### config.mk
export PLATFORM = sky130hd
export DESIGN_NAME = wdog_supervisor
export DESIGN_NICKNAME = d
export VERILOG_FILES = /design/src/core/wdog_pkg.sv /design/src/core/wdog_timer.sv /design/src/core/wdog_supervisor.sv
export SDC_FILE = /design/constraint.sdc
export NUM_CORES = 1
export LEC_CHECK = 0
export BUFFER_PORTS_ARGS = -buffer_cell sky130_fd_sc_hd__buf_2
export CORE_MARGIN = 3
export CORE_UTILIZATION = 35
export CTS_CLUSTER_SIZE = 16
export DETAILED_ROUTE_END_ITERATION = 10
export GPL_TIMING_DRIVEN = 0
export PLACE_DENSITY_LB_ADDON = 0.12
export SYNTH_ARGS = -nofsm -noshare
export SYNTH_HDL_FRONTEND = slang
export SYNTH_HIERARCHICAL = 1
export SYNTH_SLANG_ARGS = --single-unit
### constraint.sdc
create_clock -name core_clk_i -period 8.94 [get_ports core_clk_i]
set_clock_uncertainty 0.2 [all_clocks]
set_input_delay 1.788 -clock core_clk_i [delete_from_list [all_inputs] [get_ports core_clk_i]]
set_output_delay 1.788 -clock core_clk_i [all_outputs]
set_load 0.03 [all_outputs]
### src/core/wdog_pkg.sv
// Package: constants and carrier types for the windowed watchdog supervisor
// Assumes a 25 MHz core clock as the oscillator time base
package wdog_pkg;
  localparam int unsigned CLK_HZ          = 25_000_000;
  localparam int unsigned WD_PERIOD_MS    = 100;
  localparam int unsigned SENSE_US        = 5;
  localparam int unsigned KICK_TARGET     = 3;
  // Derived tick counts, all from the one time base
  localparam int unsigned WD_PERIOD_CYC   = WD_PERIOD_MS * (CLK_HZ / 1000);
  localparam int unsigned CLOSED_CYC      = (WD_PERIOD_CYC / 10) * 8;
  localparam int unsigned OPEN_CYC        = (WD_PERIOD_CYC / 10) * 4;
  localparam int unsigned PULSE_CYC       = WD_PERIOD_CYC / 40;
  localparam int unsigned SENSE_CYC       = SENSE_US * (CLK_HZ / 1_000_000);

  typedef enum logic [3:0] {
    ST_DOWN   = 4'b0001,
    ST_POR    = 4'b0010,
    ST_RUN    = 4'b0100,
    ST_PULSE  = 4'b1000
  } wd_state_t;

  typedef struct packed {
    logic sys_rst_n;
    logic sys_rst_oe;
    logic sys_permit_n;
  } sup_out_t;
endpackage

### src/core/wdog_timer.sv
// Tick counter with terminal flag; shared time base for the power-on, window and pulse intervals
// Assumes caller loads a limit and restarts on state change
`timescale 1ns/10ps
`default_nettype none
module wdog_timer #(
  parameter int unsigned WIDTH = 32
) (
  input  wire logic             core_clk_i,
  input  wire logic             reset_i,
  input  wire logic             restart_i,
  input  wire logic [WIDTH-1:0] limit_i,
  output logic [WIDTH-1:0]      count_o,
  output logic                  done_o
);
  initial begin
    if (WIDTH < 2) $error("wdog_timer width too small");
  end

  typedef struct packed {
    logic [WIDTH-1:0] cnt;
  } tmr_state_t;

  tmr_state_t s_q;
  tmr_state_t s_d;

  always_comb begin
    s_d = s_q;
    if (restart_i) begin
      s_d.cnt = '0;
    end else if (s_q.cnt != limit_i) begin
      s_d.cnt = s_q.cnt + 1'b1;
    end
  end

  always_ff @(posedge core_clk_i or posedge reset_i) begin
    if (reset_i) begin
      s_q <= '0;
    end else begin
      s_q <= s_d;
    end
  end

  assign count_o = s_q.cnt;
  // Flag from the count compared with limit_i: the caller derives restart from it
  assign done_o  = (s_q.cnt == limit_i);
endmodule
`default_nettype wire

### src/core/wdog_supervisor.sv
// Windowed watchdog supervisor: power-on/down reset, window watchdog, enable
// Assumes vin_above_i is a raw comparator level and wd_kick_in a pin
`timescale 1ns/10ps
`default_nettype none
////////////////////////////////////////////////////////////////////////////////
// Overview of operation
// (RQ1) Hold reset one period after voltage returns
// (RQ2) Voltage below threshold drives reset low
// (RQ3) All intervals from one tick base
// (RQ4) Watchdog reset pulse is period over 40
// (RQ5) Closed window lasts 0.8 period after restart
// (RQ6) Open window follows, lasting 0.4 period
// (RQ7) Processor kicks inside open window, with margin
// (RQ8) Kick in open window restarts timer quietly
// (RQ9) Kick in closed window causes reset
// (RQ10) No kick by window end pulses reset
// (RQ11) Missing kicks repeat reset as square wave
// (RQ12) Ignore kicks until power-on delay ends
// (RQ13) Sustained drop overrides watchdog, disables enable
// (RQ14) Enable active after three good kicks
// (RQ15) Reset open drain, enable push pull
// (RQ16) Sync kick, falling edge is one service
module wdog_supervisor #(
  parameter int unsigned WD_PERIOD_CYC = wdog_pkg::WD_PERIOD_CYC,
  parameter int unsigned SENSE_CYC     = wdog_pkg::SENSE_CYC,
  parameter int unsigned KICK_TARGET   = wdog_pkg::KICK_TARGET
) (
  input  wire logic core_clk_i,
  input  wire logic reset_i,
  input  wire logic vin_above_i,
  input  wire logic wd_kick_in,
  output logic      sys_rst_n_o,
  output logic      sys_rst_oe_o,
  output logic      sys_permit_n_o
);
  localparam int unsigned CLOSED = (WD_PERIOD_CYC / 10) * 8;
  localparam int unsigned OPEN   = (WD_PERIOD_CYC / 10) * 4;
  localparam int unsigned PULSE  = WD_PERIOD_CYC / 40;
  localparam int unsigned TW     = 32;
  localparam int unsigned SW     = 16;

  initial begin
    if (WD_PERIOD_CYC < 40 || WD_PERIOD_CYC % 40 != 0) $error("period must be multiple of 40");
    if (SENSE_CYC < 1 || SENSE_CYC > 65535) $error("bad sense count");
    if (KICK_TARGET < 1 || KICK_TARGET > 7) $error("bad kick target");
  end

  typedef struct packed {
    logic [1:0]          vin_sync;
    logic [2:0]          kick_sync;
    logic [SW-1:0]       low_cnt;
    logic                vin_ok;
    wdog_pkg::wd_state_t state;
    logic [2:0]          good;
    wdog_pkg::sup_out_t  outp;
  } sup_state_t;

  sup_state_t s_q;
  sup_state_t s_d;

  ////////////////////////////////////////////////////////////////////////////////
  // Shared timer
  logic          tmr_restart;
  logic [TW-1:0] tmr_limit;
  logic [TW-1:0] tmr_count;
  logic          tmr_done;

  wdog_timer #(.WIDTH(TW)) u_timer (
    .core_clk_i (core_clk_i),
    .reset_i    (reset_i),
    .restart_i  (tmr_restart),
    .limit_i    (tmr_limit),
    .count_o    (tmr_count),
    .done_o     (tmr_done)
  );

  function automatic logic [TW-1:0] to_tw(input int unsigned v);
    to_tw = TW'(v);
  endfunction

  ////////////////////////////////////////////////////////////////////////////////
  // Next state
  logic kick_fall;
  logic in_open;
  logic vin_drop;

  always_comb begin
    s_d         = s_q;
    tmr_restart = 1'b0;
    tmr_limit   = to_tw(WD_PERIOD_CYC);
    s_d.vin_sync  = {s_q.vin_sync[0], vin_above_i};
    s_d.kick_sync = {s_q.kick_sync[1:0], wd_kick_in};
    kick_fall = s_q.kick_sync[2] && !s_q.kick_sync[1]; // RQ16
    in_open   = tmr_count >= to_tw(CLOSED);
    vin_drop  = 1'b0;
    // Low must persist for the sensing time before it counts
    if (s_q.vin_sync[1]) begin
      s_d.low_cnt = '0;
      s_d.vin_ok  = 1'b1;
    end else if (s_q.low_cnt != SW'(SENSE_CYC - 1)) begin
      s_d.low_cnt = s_q.low_cnt + 1'b1;
    end else begin
      s_d.vin_ok = 1'b0;
      vin_drop   = 1'b1; // RQ2
    end
    case (s_q.state)
      wdog_pkg::ST_DOWN: begin
        tmr_restart = 1'b1;
        if (s_q.vin_ok) begin
          s_d.state = wdog_pkg::ST_POR; // RQ1
        end
      end
      wdog_pkg::ST_POR: begin
        tmr_limit = to_tw(WD_PERIOD_CYC); // RQ1 RQ3
        if (tmr_done) begin
          tmr_restart = 1'b1; // RQ12
          s_d.state   = wdog_pkg::ST_RUN;
        end
      end
      wdog_pkg::ST_RUN: begin
        tmr_limit = to_tw(CLOSED + OPEN); // RQ5 RQ6
        if (kick_fall && in_open) begin
          tmr_restart = 1'b1; // RQ8
          if (s_q.good != 3'(KICK_TARGET)) begin
            s_d.good = s_q.good + 1'b1; // RQ14
          end
        end else if (kick_fall || tmr_done) begin
          tmr_restart = 1'b1; // RQ9 RQ10 RQ11
          s_d.good    = '0;
          s_d.state   = wdog_pkg::ST_PULSE;
        end
      end
      wdog_pkg::ST_PULSE: begin
        tmr_limit = to_tw(PULSE); // RQ4
        if (tmr_done) begin
          tmr_restart = 1'b1;
          s_d.state   = wdog_pkg::ST_RUN;
        end
      end
      default: begin
        s_d.state = wdog_pkg::ST_DOWN;
      end
    endcase
    if (vin_drop || !s_q.vin_ok) begin
      s_d.state   = wdog_pkg::ST_DOWN; // RQ13
      s_d.good    = '0;
      tmr_restart = 1'b1;
    end
    s_d.outp.sys_rst_n    = (s_d.state == wdog_pkg::ST_RUN);
    s_d.outp.sys_rst_oe   = !s_d.outp.sys_rst_n; // RQ15
    s_d.outp.sys_permit_n = !(s_d.outp.sys_rst_n && s_d.good == 3'(KICK_TARGET)); // RQ14
  end

  always_ff @(posedge core_clk_i or posedge reset_i) begin
    if (reset_i) begin
      s_q.vin_sync  <= '0;
      s_q.kick_sync <= 3'h7;
      s_q.low_cnt   <= '0;
      s_q.vin_ok    <= 1'b0;
      s_q.state     <= wdog_pkg::ST_DOWN;
      s_q.good      <= '0;
      s_q.outp      <= 3'h3;
    end else begin
      s_q <= s_d;
    end
  end

  assign sys_rst_n_o    = s_q.outp.sys_rst_n;
  assign sys_rst_oe_o   = s_q.outp.sys_rst_oe;
  assign sys_permit_n_o = s_q.outp.sys_permit_n;

  ////////////////////////////////////////////////////////////////////////////////
  // Checks
  a_permit_off_in_reset: assert property (@(posedge core_clk_i) disable iff (reset_i) // RQ14
    !sys_rst_n_o |-> sys_permit_n_o) else $error("permit active during reset");
  a_oe_matches_low: assert property (@(posedge core_clk_i) disable iff (reset_i) // RQ15
    sys_rst_oe_o == !sys_rst_n_o) else $error("open drain enable wrong");
  a_early_kick_resets: assert property (@(posedge core_clk_i) disable iff (reset_i) // RQ9
    (s_q.state == wdog_pkg::ST_RUN && kick_fall && !in_open && s_q.vin_ok && s_q.vin_sync[1])
    |=> !sys_rst_n_o) else $error("early kick did not reset");
  a_open_kick_quiet: assert property (@(posedge core_clk_i) disable iff (reset_i) // RQ8
    (s_q.state == wdog_pkg::ST_RUN && kick_fall && in_open && s_q.vin_ok && s_q.vin_sync[1])
    |=> sys_rst_n_o && tmr_count == '0) else $error("open kick misbehaved");
  a_timeout_pulse: assert property (@(posedge core_clk_i) disable iff (reset_i) // RQ10
    (s_q.state == wdog_pkg::ST_RUN && tmr_done && !kick_fall && s_q.vin_ok && s_q.vin_sync[1])
    |=> !sys_rst_n_o) else $error("timeout gave no pulse");
  a_drop_forces_reset: assert property (@(posedge core_clk_i) disable iff (reset_i) // RQ13
    vin_drop |=> !sys_rst_n_o && sys_permit_n_o) else $error("drop did not force reset");
  a_pulse_length: assert property (@(posedge core_clk_i) disable iff (reset_i) // RQ4
    (s_q.state == wdog_pkg::ST_PULSE && tmr_count == to_tw(PULSE) && s_q.vin_ok && s_q.vin_sync[1])
    |=> sys_rst_n_o) else $error("pulse length wrong");
  a_por_release: assert property (@(posedge core_clk_i) disable iff (reset_i) // RQ1
    (s_q.state == wdog_pkg::ST_POR && tmr_count < to_tw(WD_PERIOD_CYC)) |-> !sys_rst_n_o)
    else $error("released before power-on delay");
endmodule
`default_nettype wire

## Word-level counts from Yosys, hierarchy flattened

Index checks and enable logic that the tools add are counted.

- Register bits: 64

- Order comparisons: 1
- Eq/ne operators: 11
- Muxes and demuxes: 22
- Reductions and logical operators: 12
- $add $sub $neg: 3

Operators by type and width:

| kind | count |
|---|---|
| $mux W32 | 2 |
| $pmux W22 S2 | 1 |
| $add A32 B1 Y32 const B | 1 |
| $eq A32 B22 Y1 | 1 |
| $ge A32 B21 Y1 const B | 1 |
| $ne A32 B22 Y1 | 1 |
| $mux W17 | 1 |
| $add A16 B1 Y16 const B | 1 |
| $mux W16 | 1 |
| $ne A16 B7 Y1 const B | 1 |
| $mux W7 | 2 |
| $mux W4 | 3 |
| $pmux W4 S3 | 1 |
| $mux W3 | 3 |
| $eq A4 B3 Y1 const B | 2 |
| $mux W1 | 7 |
| $eq A4 B1 Y1 const B | 1 |
| $eq A4 B2 Y1 const B | 1 |
| $eq A4 B4 Y1 const B | 1 |
| $logic_not A1 Y1 | 4 |
| $reduce_bool A2 Y1 | 2 |
| $add A3 B1 Y3 const B | 1 |
| $eq A3 B2 Y1 const B | 1 |
| $logic_and A1 B1 Y1 | 3 |
| 5 further kinds | 6 |

## Depth between registers and ports, before layout

Gate-level depths: netlist (run 1).

- Depth in word-level cells: 11
- Mapped depth: 18
- Mapped depth without buffers: 14

## Cells and area by module

The synthesis (run 1) kept the hierarchy.

By module, submodules not included:

| module | seq. area each (um2) | instances | cells an instance | area each (um2) |
|---|---|---|---|---|
| wdog_timer | 800.8 | 1 | 240 | 2,238.4 |
| wdog_supervisor | 808.3 | 1 | 189 | 1,780.5 |

## Worst setup path before layout (run 1)

Ideal clock, no wire load.

- Path kind: flip-flop to flip-flop
- Start: reg s_q[7] (netlist bit)
- End: reg u_timer.s_q (netlist bit u_timer/count_o[26])
- Path buffers: 5
- Setup time: 0.128 ns
- Period minus slack after synthesis: 3.898 ns
- Data arrival time: 3.570 ns
- Path slack: 5.042 ns
- Cell stages (with the launch flop): 18
- Required time: 8.612 ns
- Path through: dfrtp_1 -> clkbuf_1 -> or4b_1 -> buf_2 -> nand2_1 -> inv_1 -> xnor2_1 -> nand4_1 -> nor4_4 -> and2_4 -> buf_6 -> buf_6 -> a221oi_1 -> nor3_1 -> or3_1 -> clkbuf_1 -> nor2_1 -> mux2_1

- Longest elaborated chain between the ends: 9
- Elaborated cells on any way between the ends: 16
- Those cells by class: eq/ne: 6; mux: 7; reduce/logical: 3

RTL lines:

| element | line | source |
|---|---|---|
| from (decl) | wdog_supervisor.sv:58 | `sup_state_t s_q;` |
| $eq A4 B4 Y1 or $eq A4 B3 Y1 (tied branches) | wdog_supervisor.sv:106 | `case (s_q.state)` |
| $pmux W22 S2 (*) | wdog_supervisor.sv:106 |  |
| via tmr_limit[13] | wdog_supervisor.sv:64 | `logic [TW-1:0] tmr_limit;` |
| $eq A32 B22 Y1 (*) | wdog_timer.sv:45 | `assign done_o = (s_q.cnt == limit_i);` |
| via tmr_done | wdog_supervisor.sv:66 | `logic tmr_done;` |
| $logic_or A1 B1 Y1 | wdog_supervisor.sv:127 | `end else if (kick_fall \|\| tmr_done) begin` |
| $mux W1 | wdog_supervisor.sv:127 |  |
| $mux W1 | wdog_supervisor.sv:122 | `if (kick_fall && in_open) begin` |
| $pmux W1 S3 (*) | wdog_supervisor.sv:106 |  |
| $mux W1 (*) | wdog_supervisor.sv:144 | `if (vin_drop \|\| !s_q.vin_ok) begin` |
| via tmr_restart | wdog_supervisor.sv:63 | `logic tmr_restart;` |
| $mux W32 or $reduce_bool A2 Y1 (tied branches) | n/a |  |
| to (signal assigned) | wdog_timer.sv:37 | `s_q <= '0;` |
| to (signal assigned) | wdog_timer.sv:39 | `s_q <= s_d;` |
| to (decl) | wdog_timer.sv:23 | `tmr_state_t s_q;` |

Mark *: on every way through the listed nets, which the timed path passes. The rest lies on a longest branch.
A chain may end at the register's enable or synchronous reset.

## Worst setup path after layout (run 1)

- Start: reg s_q[6] (netlist bit)
- End: reg u_timer.s_q (netlist bit u_timer/count_o[23])

The elaborated chain is that of the path after synthesis.

==> results of run 1 <==
## state kept, by name, summed over array words and instances, names as in the netlist
register         count
s_d                  3
sys_rst_n_o          1
u_timer/count_o     32
sys_rst_oe_o         1
s_q                 26
sys_permit_n_o       1
## path summary, 6_finish.rpt
kind                            startpoint  cells past startpoint  slack, ns                  end
min in group asynchronous          reset_i                      2       1.23              s_q[22]
max in group asynchronous          reset_i                      3       6.62   u_timer/count_o[4]
worst max-delay path                s_q[6]                     17       3.87  u_timer/count_o[23]
worst min-delay path               s_d[31]                      0       0.15              s_q[31]
worst max register to register      s_q[6]                     17       3.87  u_timer/count_o[23]
worst min register to register     s_d[31]                      0       0.15              s_q[31]
## power by group through the flow
stage                     logic, mW  registers [mW]  clock network, mW
final                         0.153           0.318              0.385
after global placement        0.151           0.323                  0
after detailed placement      0.153           0.323                  0
after global routing          0.173           0.321              0.405
after floorplan               0.109           0.320                  0
after CTS                     0.154           0.318              0.395
## metrics by stage
| stage | utilization [%] | instances | setup WS [ns] |
|---|---|---|---|
| floorplan | - | 444 | 5.04 |
| global placement | 38.8 | 590 | 3.84 |
| detailed placement | 39.1 | 591 | 3.82 |
| CTS | 42.0 | 607 | 3.80 |
| global route | 42.2 | 608 | 3.47 |
| finish | 42.2 | 608 | 3.87 |
## cell type report
| cell class | instances | area (sq um) | area share, % |
|---|---|---|---|
| plain buffers | 23 | 134 | 2.87 |
| clock buffers | 11 | 243 | 5.21 |
| clock inverters | 5 | 80.1 | 1.72 |
| inverters | 17 | 63.8 | 1.37 |
| multi-input cells | 340 | 2270 | 48.7 |
| flip-flops and latches | 64 | 1610 | 34.5 |
| well taps | 140 | 175 | 3.76 |
| repair buffers | 8 | 85.1 | 1.83 |
## per-layer routing
metal  track usage [%]  up-vias  part of all wire, %
li1                  -     1599                    -
met1              22.9     1553                   50
met2              25.3       27                   46
met3              3.10       12                  2.7
met4              7.69        0                  2.1
met5                 0        -                    0
## synth_stat cells (2+ instances only)
cell type | count | area share [%]
xnor2_1 | 49 | 11
nor2b_1 | 12 | 1.9
o21ai_1 | 3 | 0.37
nand3_1 | 18 | 2.2
or4_1 | 11 | 2.1
dfrtp_1 | 58 | 36
o31ai_1 | 7 | 1.3
ha_1 | 4 | 1.2
inv_1 | 16 | 1.5
and2_1 | 2 | 0.31
nand2_1 | 19 | 1.8
or3_1 | 9 | 1.4
nor4_1 | 15 | 2.3
o21ai_0 | 12 | 1.5
buf_6 | 5 | 1.4
a21oi_1 | 22 | 2.7
nand4_4 | 2 | 1.1
dfstp_2 | 6 | 3.9
nand2b_1 | 3 | 0.47
nor4b_1 | 5 | 1.1
nor4_4 | 3 | 1.6
nor3_1 | 9 | 1.1
xor2_1 | 7 | 1.5
o21a_1 | 2 | 0.37
and3_1 | 2 | 0.31
conb_1 | 2 | 0.19
nand4_1 | 20 | 3.1
mux2_1 | 6 | 1.7
buf_2 | 4 | 0.50
or2_1 | 2 | 0.31
mux2_4 | 2 | 0.75
o31a_1 | 2 | 0.44
o21ba_2 | 2 | 0.50
a2111oi_0 | 2 | 0.44
nor2_1 | 41 | 3.8
clkbuf_1 | 12 | 1.1
a211oi_1 | 3 | 0.56
o22a_1 | 2 | 0.44
## logic make-up after synthesis
kind of cell / Yosys count
XOR/XNOR: 56
other: 2
multiplexers: 9
AO/OA/AOI/OAI: 65
AND/OR/NAND/NOR: 189
adder cells (fa/ha/maj): 4
buffers and inverters: 40
flip-flops: 64
==> reports/qor.yml, run 1 <==
hold-worst-slack_ns: 0.153
yosys.area_share.simple_pct: 28.5
crit_type: "flop to flop"
fp.dieH_um: 113
clockBufferDepth: 2
crit_family: "buffers and inverters"
cts-root-buf: "clkbuf_16"
fp.coreArea_sq_um: 11000
clk_latency_ns: 0.34
synthesis.area_sq_um: 4020
drt-vias-per-instance: 5.25
ctsResizeCount: 0
startpoint_type: "flop"
crit_chain: "clkbuf_1, nor2_1, and3_1, inv_1, nand2_1, inv_1, xnor2_1, nand4_1, nor4_4, and2_4, buf_6, buf_6, nor4b_1, or3_1, clkbuf_1, clkbuf_1, a21oi_1"
leakagePower_nw: 1.83
yosysWarnings: 6
dp_hpwl_mm: 6.96
crit_fanout: 17
avgRoutedWirePerCell_um: 16.3
vias: 3191
fin_crit_ns: 5.07
dieArea_sq_um: 12800
cap_violations: 0
finalPower_mw: 0.856
grt_max_degree: 33
yosys.area_share.adder_pct: 1.25
p_int_mw: 0.608
fin_crit_sh_pct: 56.7
tns_ns: 0
required_ns: 8.93
fillers: 1115
slew_violations: 0
drt-total-wl_mm: 9.91
p_switching_mw: 0.248
power.density_nw_per_um2: 184
diodes: 0
synth_top_family_by_area: "simple AND/OR/NAND/NOR gates"
synthMuxAreaShare_pct: 2.68
min_path_type: "flop to flop"
synthCells: 429
endpoint_kind: "flop"
synth_compound_area_share_pct: 10.2
grt_setup_unrepaired: "no"
clock_sinks: 64
timing.final.hold_violations: 0
ios: 7
final_cell_mix: "58 x dfrtp_1, 49 x xnor2_1, 41 x nor2_1"
ys_seq_area_share_pct: 40.0
finalSetupViolCount: 0
synthFlopType: "dfrtp_1"
ys_ff_latch: 64
ctsHtreeMaxLevel: 3
cts_tree: "done"
drcViolationCount: 0
critPathArrivalTime_ns: 5.06
layout-drive-gt1-share_pct: 12.6
drt_pass1_iterations: 4
start_util_pct: 36.4
fmax_mhz: 197
antenna_found_initial: 0
cp_num_buf_inv: 7
clkPwrFrac_pct: 45.0
io_buffers: 6
pwr-share-comb_pct: 17.9
mostFrequentLayoutCell: "dfrtp_1"
outcome: "finished clean"
slowest_stage: "nor4_4"
seqPwrFrac_pct: 37.2
synth_cell_type_count: 66
clkTransAtPathRegs_ns: 0.06
die_x_um: 113
max_slew_margin_pct: 51.8
ant_nets: 0
cts_setup_buffers: 0
avgSynthCellArea_sq_um: 9.37
initialDrtViolationCount: 155
place_area_sq_um: 4310
netSwitchingFraction_pct: 29.0
cpMostUsedCell: "clkbuf_1"
worst_pin_slew_ns: 0.722
async_flop_share_pct: 100
grt_pass1_vias: 3084
cts_buffers: 9
grt_use_total_pct: 16.6
fin_area_sq_um: 4660
rows: 38
synth_enable_flop_cells: 0
syn2layout_area_growth_pct: 15.9
globalRouteOverflowTotal: 0
critical_path.max_stage_delay_ns: 0.60
ir_worst_vdd_mv: 0.157
fin_nets: 471
synth_xor_area_share_pct: 12.2
place.gp.congestion: 0.838
hold_buffers: 0
grt_pass1_wl_mm: 16.5
Note: power is estimated with default switching activity, not from simulation.
==> run 2, diff against run 1 <==
clock period = 5.3 ns   (was 8.94 ns; I/O delays follow)
==> run 2 against run 1 <==
Effect of this change:
- critical path depth stayed put
- utilization hardly changed
- maximum frequency is 6.0% higher
- global-route usage stayed put
- via count hardly changed
- total power is 69% higher
- combinational power is 70% higher
- sequential share of layout area hardly changed
- first-iteration DRC count stayed put
- setup slack worse by 3.4 ns
- clock power is 69% higher
- final area hardly changed
==> reports/qor.yml, run 2 (synthesized netlist as in run 1, its figures left out) <==
fp.dieH_um: 113  # unchanged
final_cell_mix: "58 x dfrtp_1, 49 x xnor2_1, 41 x nor2_1"
fin_crit_sh_pct: 90.2  # +34 points
start_util_pct: 36.4  # unchanged
fmax_mhz: 209  # +6.0%
clock_sinks: 64  # unchanged
largest_reg_flops: 32  # unchanged
slew_violations: 0  # unchanged
outcome: "finished clean"
cts-root-buf: "clkbuf_16"
required_ns: 5.30  # -3.63 ns
drt_pass1_iterations: 4  # unchanged
power.density_nw_per_um2: 310  # +69%
r2r_cells: 17  # unchanged
grt_setup_unrepaired: "no"
die_x_um: 113  # unchanged
globalRouteOverflowTotal: 0  # unchanged
clk_latency_ns: 0.34  # about the same
r2r_setup_slack_ns: 0.52  # -3.35 ns
dp_hpwl_mm: 6.96  # unchanged
grt_use_total_pct: 16.6  # unchanged
fin_crit_ns: 4.78  # -0.288 ns
leakagePower_nw: 1.84  # +0.33%
timing.rr.end: "u_timer/count_o[21]"
ir_worst_vdd_mv: 0.265  # +69%
crit_type: "flop to flop"
syn2layout_area_growth_pct: 16.0  # about the same
initialDrtViolationCount: 155  # unchanged
grt_pass1_vias: 3084  # unchanged
place_ws_ns: 0.183  # -3.64 ns
grt_pass1_wl_mm: 16.5  # unchanged
worst_pin_slew_ns: 0.722  # +0.000322 ns
ant_nets: 0  # unchanged
clockBufferDepth: 2  # unchanged
mostFrequentLayoutCell: "dfrtp_1"
ios: 7  # unchanged
fp.coreArea_sq_um: 11000  # unchanged
cts_buffers: 9  # unchanged
max_slew_margin_pct: 51.8  # about the same
dp_cells: 591  # unchanged
avgRoutedWirePerCell_um: 16.3  # about the same
timing.final.hold_violations: 0  # unchanged
drt-vias-per-instance: 5.25  # about the same
drcViolationCount: 0  # unchanged
finalSetupViolCount: 0  # unchanged
drt-total-wl_mm: 9.91  # about the same
critPathArrivalTime_ns: 4.79  # -0.27 ns
clkTransAtPathRegs_ns: 0.06  # about the same
crit_start: "s_q[6]"
r2r-start: "s_q[6]"
rows: 38  # unchanged
hold_buffers: 0  # unchanged
min_path_type: "flop to flop"
dieArea_sq_um: 12800  # unchanged
fin_nets: 471  # unchanged
cts_tree: "done"
cap_violations: 0  # unchanged
endpoint_kind: "flop"
antenna_found_initial: 0  # unchanged
diodes: 0  # unchanged
finalWorstSetupSlack_ns: 0.517  # -3.35 ns
crit_end: "u_timer/count_o[21]"
place.gp.congestion: 0.838  # unchanged
io_buffers: 6  # unchanged
layout-drive-gt1-share_pct: 13.0  # +0.43 points
startpoint_type: "flop"
tns_ns: 0  # unchanged
cts_setup_buffers: 0  # unchanged
vias: 3190  # -0.031%
fin_cells: 608  # unchanged
grt_max_degree: 33  # unchanged
ctsHtreeMaxLevel: 3  # unchanged
crit_fanout: 17  # unchanged
run 2: cell counts in the layout (fill, tap and decap cells not counted):
No cell type changed its count.
run 2: worst min-delay path by stage:
stage | endpoint | slack, ns | depth (start not counted) | from
after global routing | s_q[31] | 0.16 | 0 | s_d[31]
after detailed placement | s_q[31] | 0.15 | 0 | s_d[31]
after global placement | s_q[31] | 0.14 | 0 | s_d[31]
final | s_q[31] | 0.15 | 0 | s_d[31]
after floorplan | s_q[31] | 0.13 | 0 | s_d[31]
after CTS | s_d[29] | 0.16 | 0 | s_d[28]
run 2: report_power, final:
group | internal [mW] | switching [mW]
sequential | 0.515 | 0.0217
combinational | 0.0886 | 0.171
clock | 0.424 | 0.226
run 2: repair_timing:
action / CTS / global route
endpoints found under the setup margin: 0 / 20
hold endpoints to repair: 0 / 0
gates resized for setup: 0 / 4
run 2: final cells by class:
class                           count  area, sq um
Tap cell                          140          175
Sequential cell                    64         1610
Inverter                           17         63.8
Buffer                             23          136
Timing Repair Buffer                8         85.1
Clock inverter                      5         80.1
Multi-Input combinational cell    340         2270
Fill cell                        1114         6370
Clock buffer                       11          243
run 2: worst max-delay path, cell delays in order, from the launching register on:
cell	delay, ns
dfstp_2	0.51
clkbuf_1	0.29
nor2_1	0.06
and3_1	0.26
inv_1	0.18
nand2_1	0.14
inv_1	0.13
xnor2_1	0.12
nand4_1	0.16
nor4_4	0.60
and2_4	0.28
buf_6	0.16
buf_6	0.21
nor4b_1	0.26
or3_1	0.23
clkbuf_2	0.31
clkbuf_1	0.44
nor2_1	0.10
run 2: layer usage:
metal  GRT usage (%)  vias to the layer above  routed length, um
li1                -                     1598                  -
met1            22.9                     1551               4920
met2            25.3                       29               4510
met3            3.10                       12                268
met4            7.69                        0                209
met5               0                        -                  0
run 2: per-stage QoR:
stage	utilization [%]	hold WS, ns	cell area, sq um	total power [mW]
2_1_floorplan	-	0.131	4080	0.724
3_3_place_gp	38.8	0.136	4280	0.799
3_5_place_dp	39.1	0.147	4310	0.803
4_1_cts	42.0	0.156	4630	1.46
5_1_grt	42.3	0.162	4660	1.52
6_report	42.3	0.153	4660	1.45
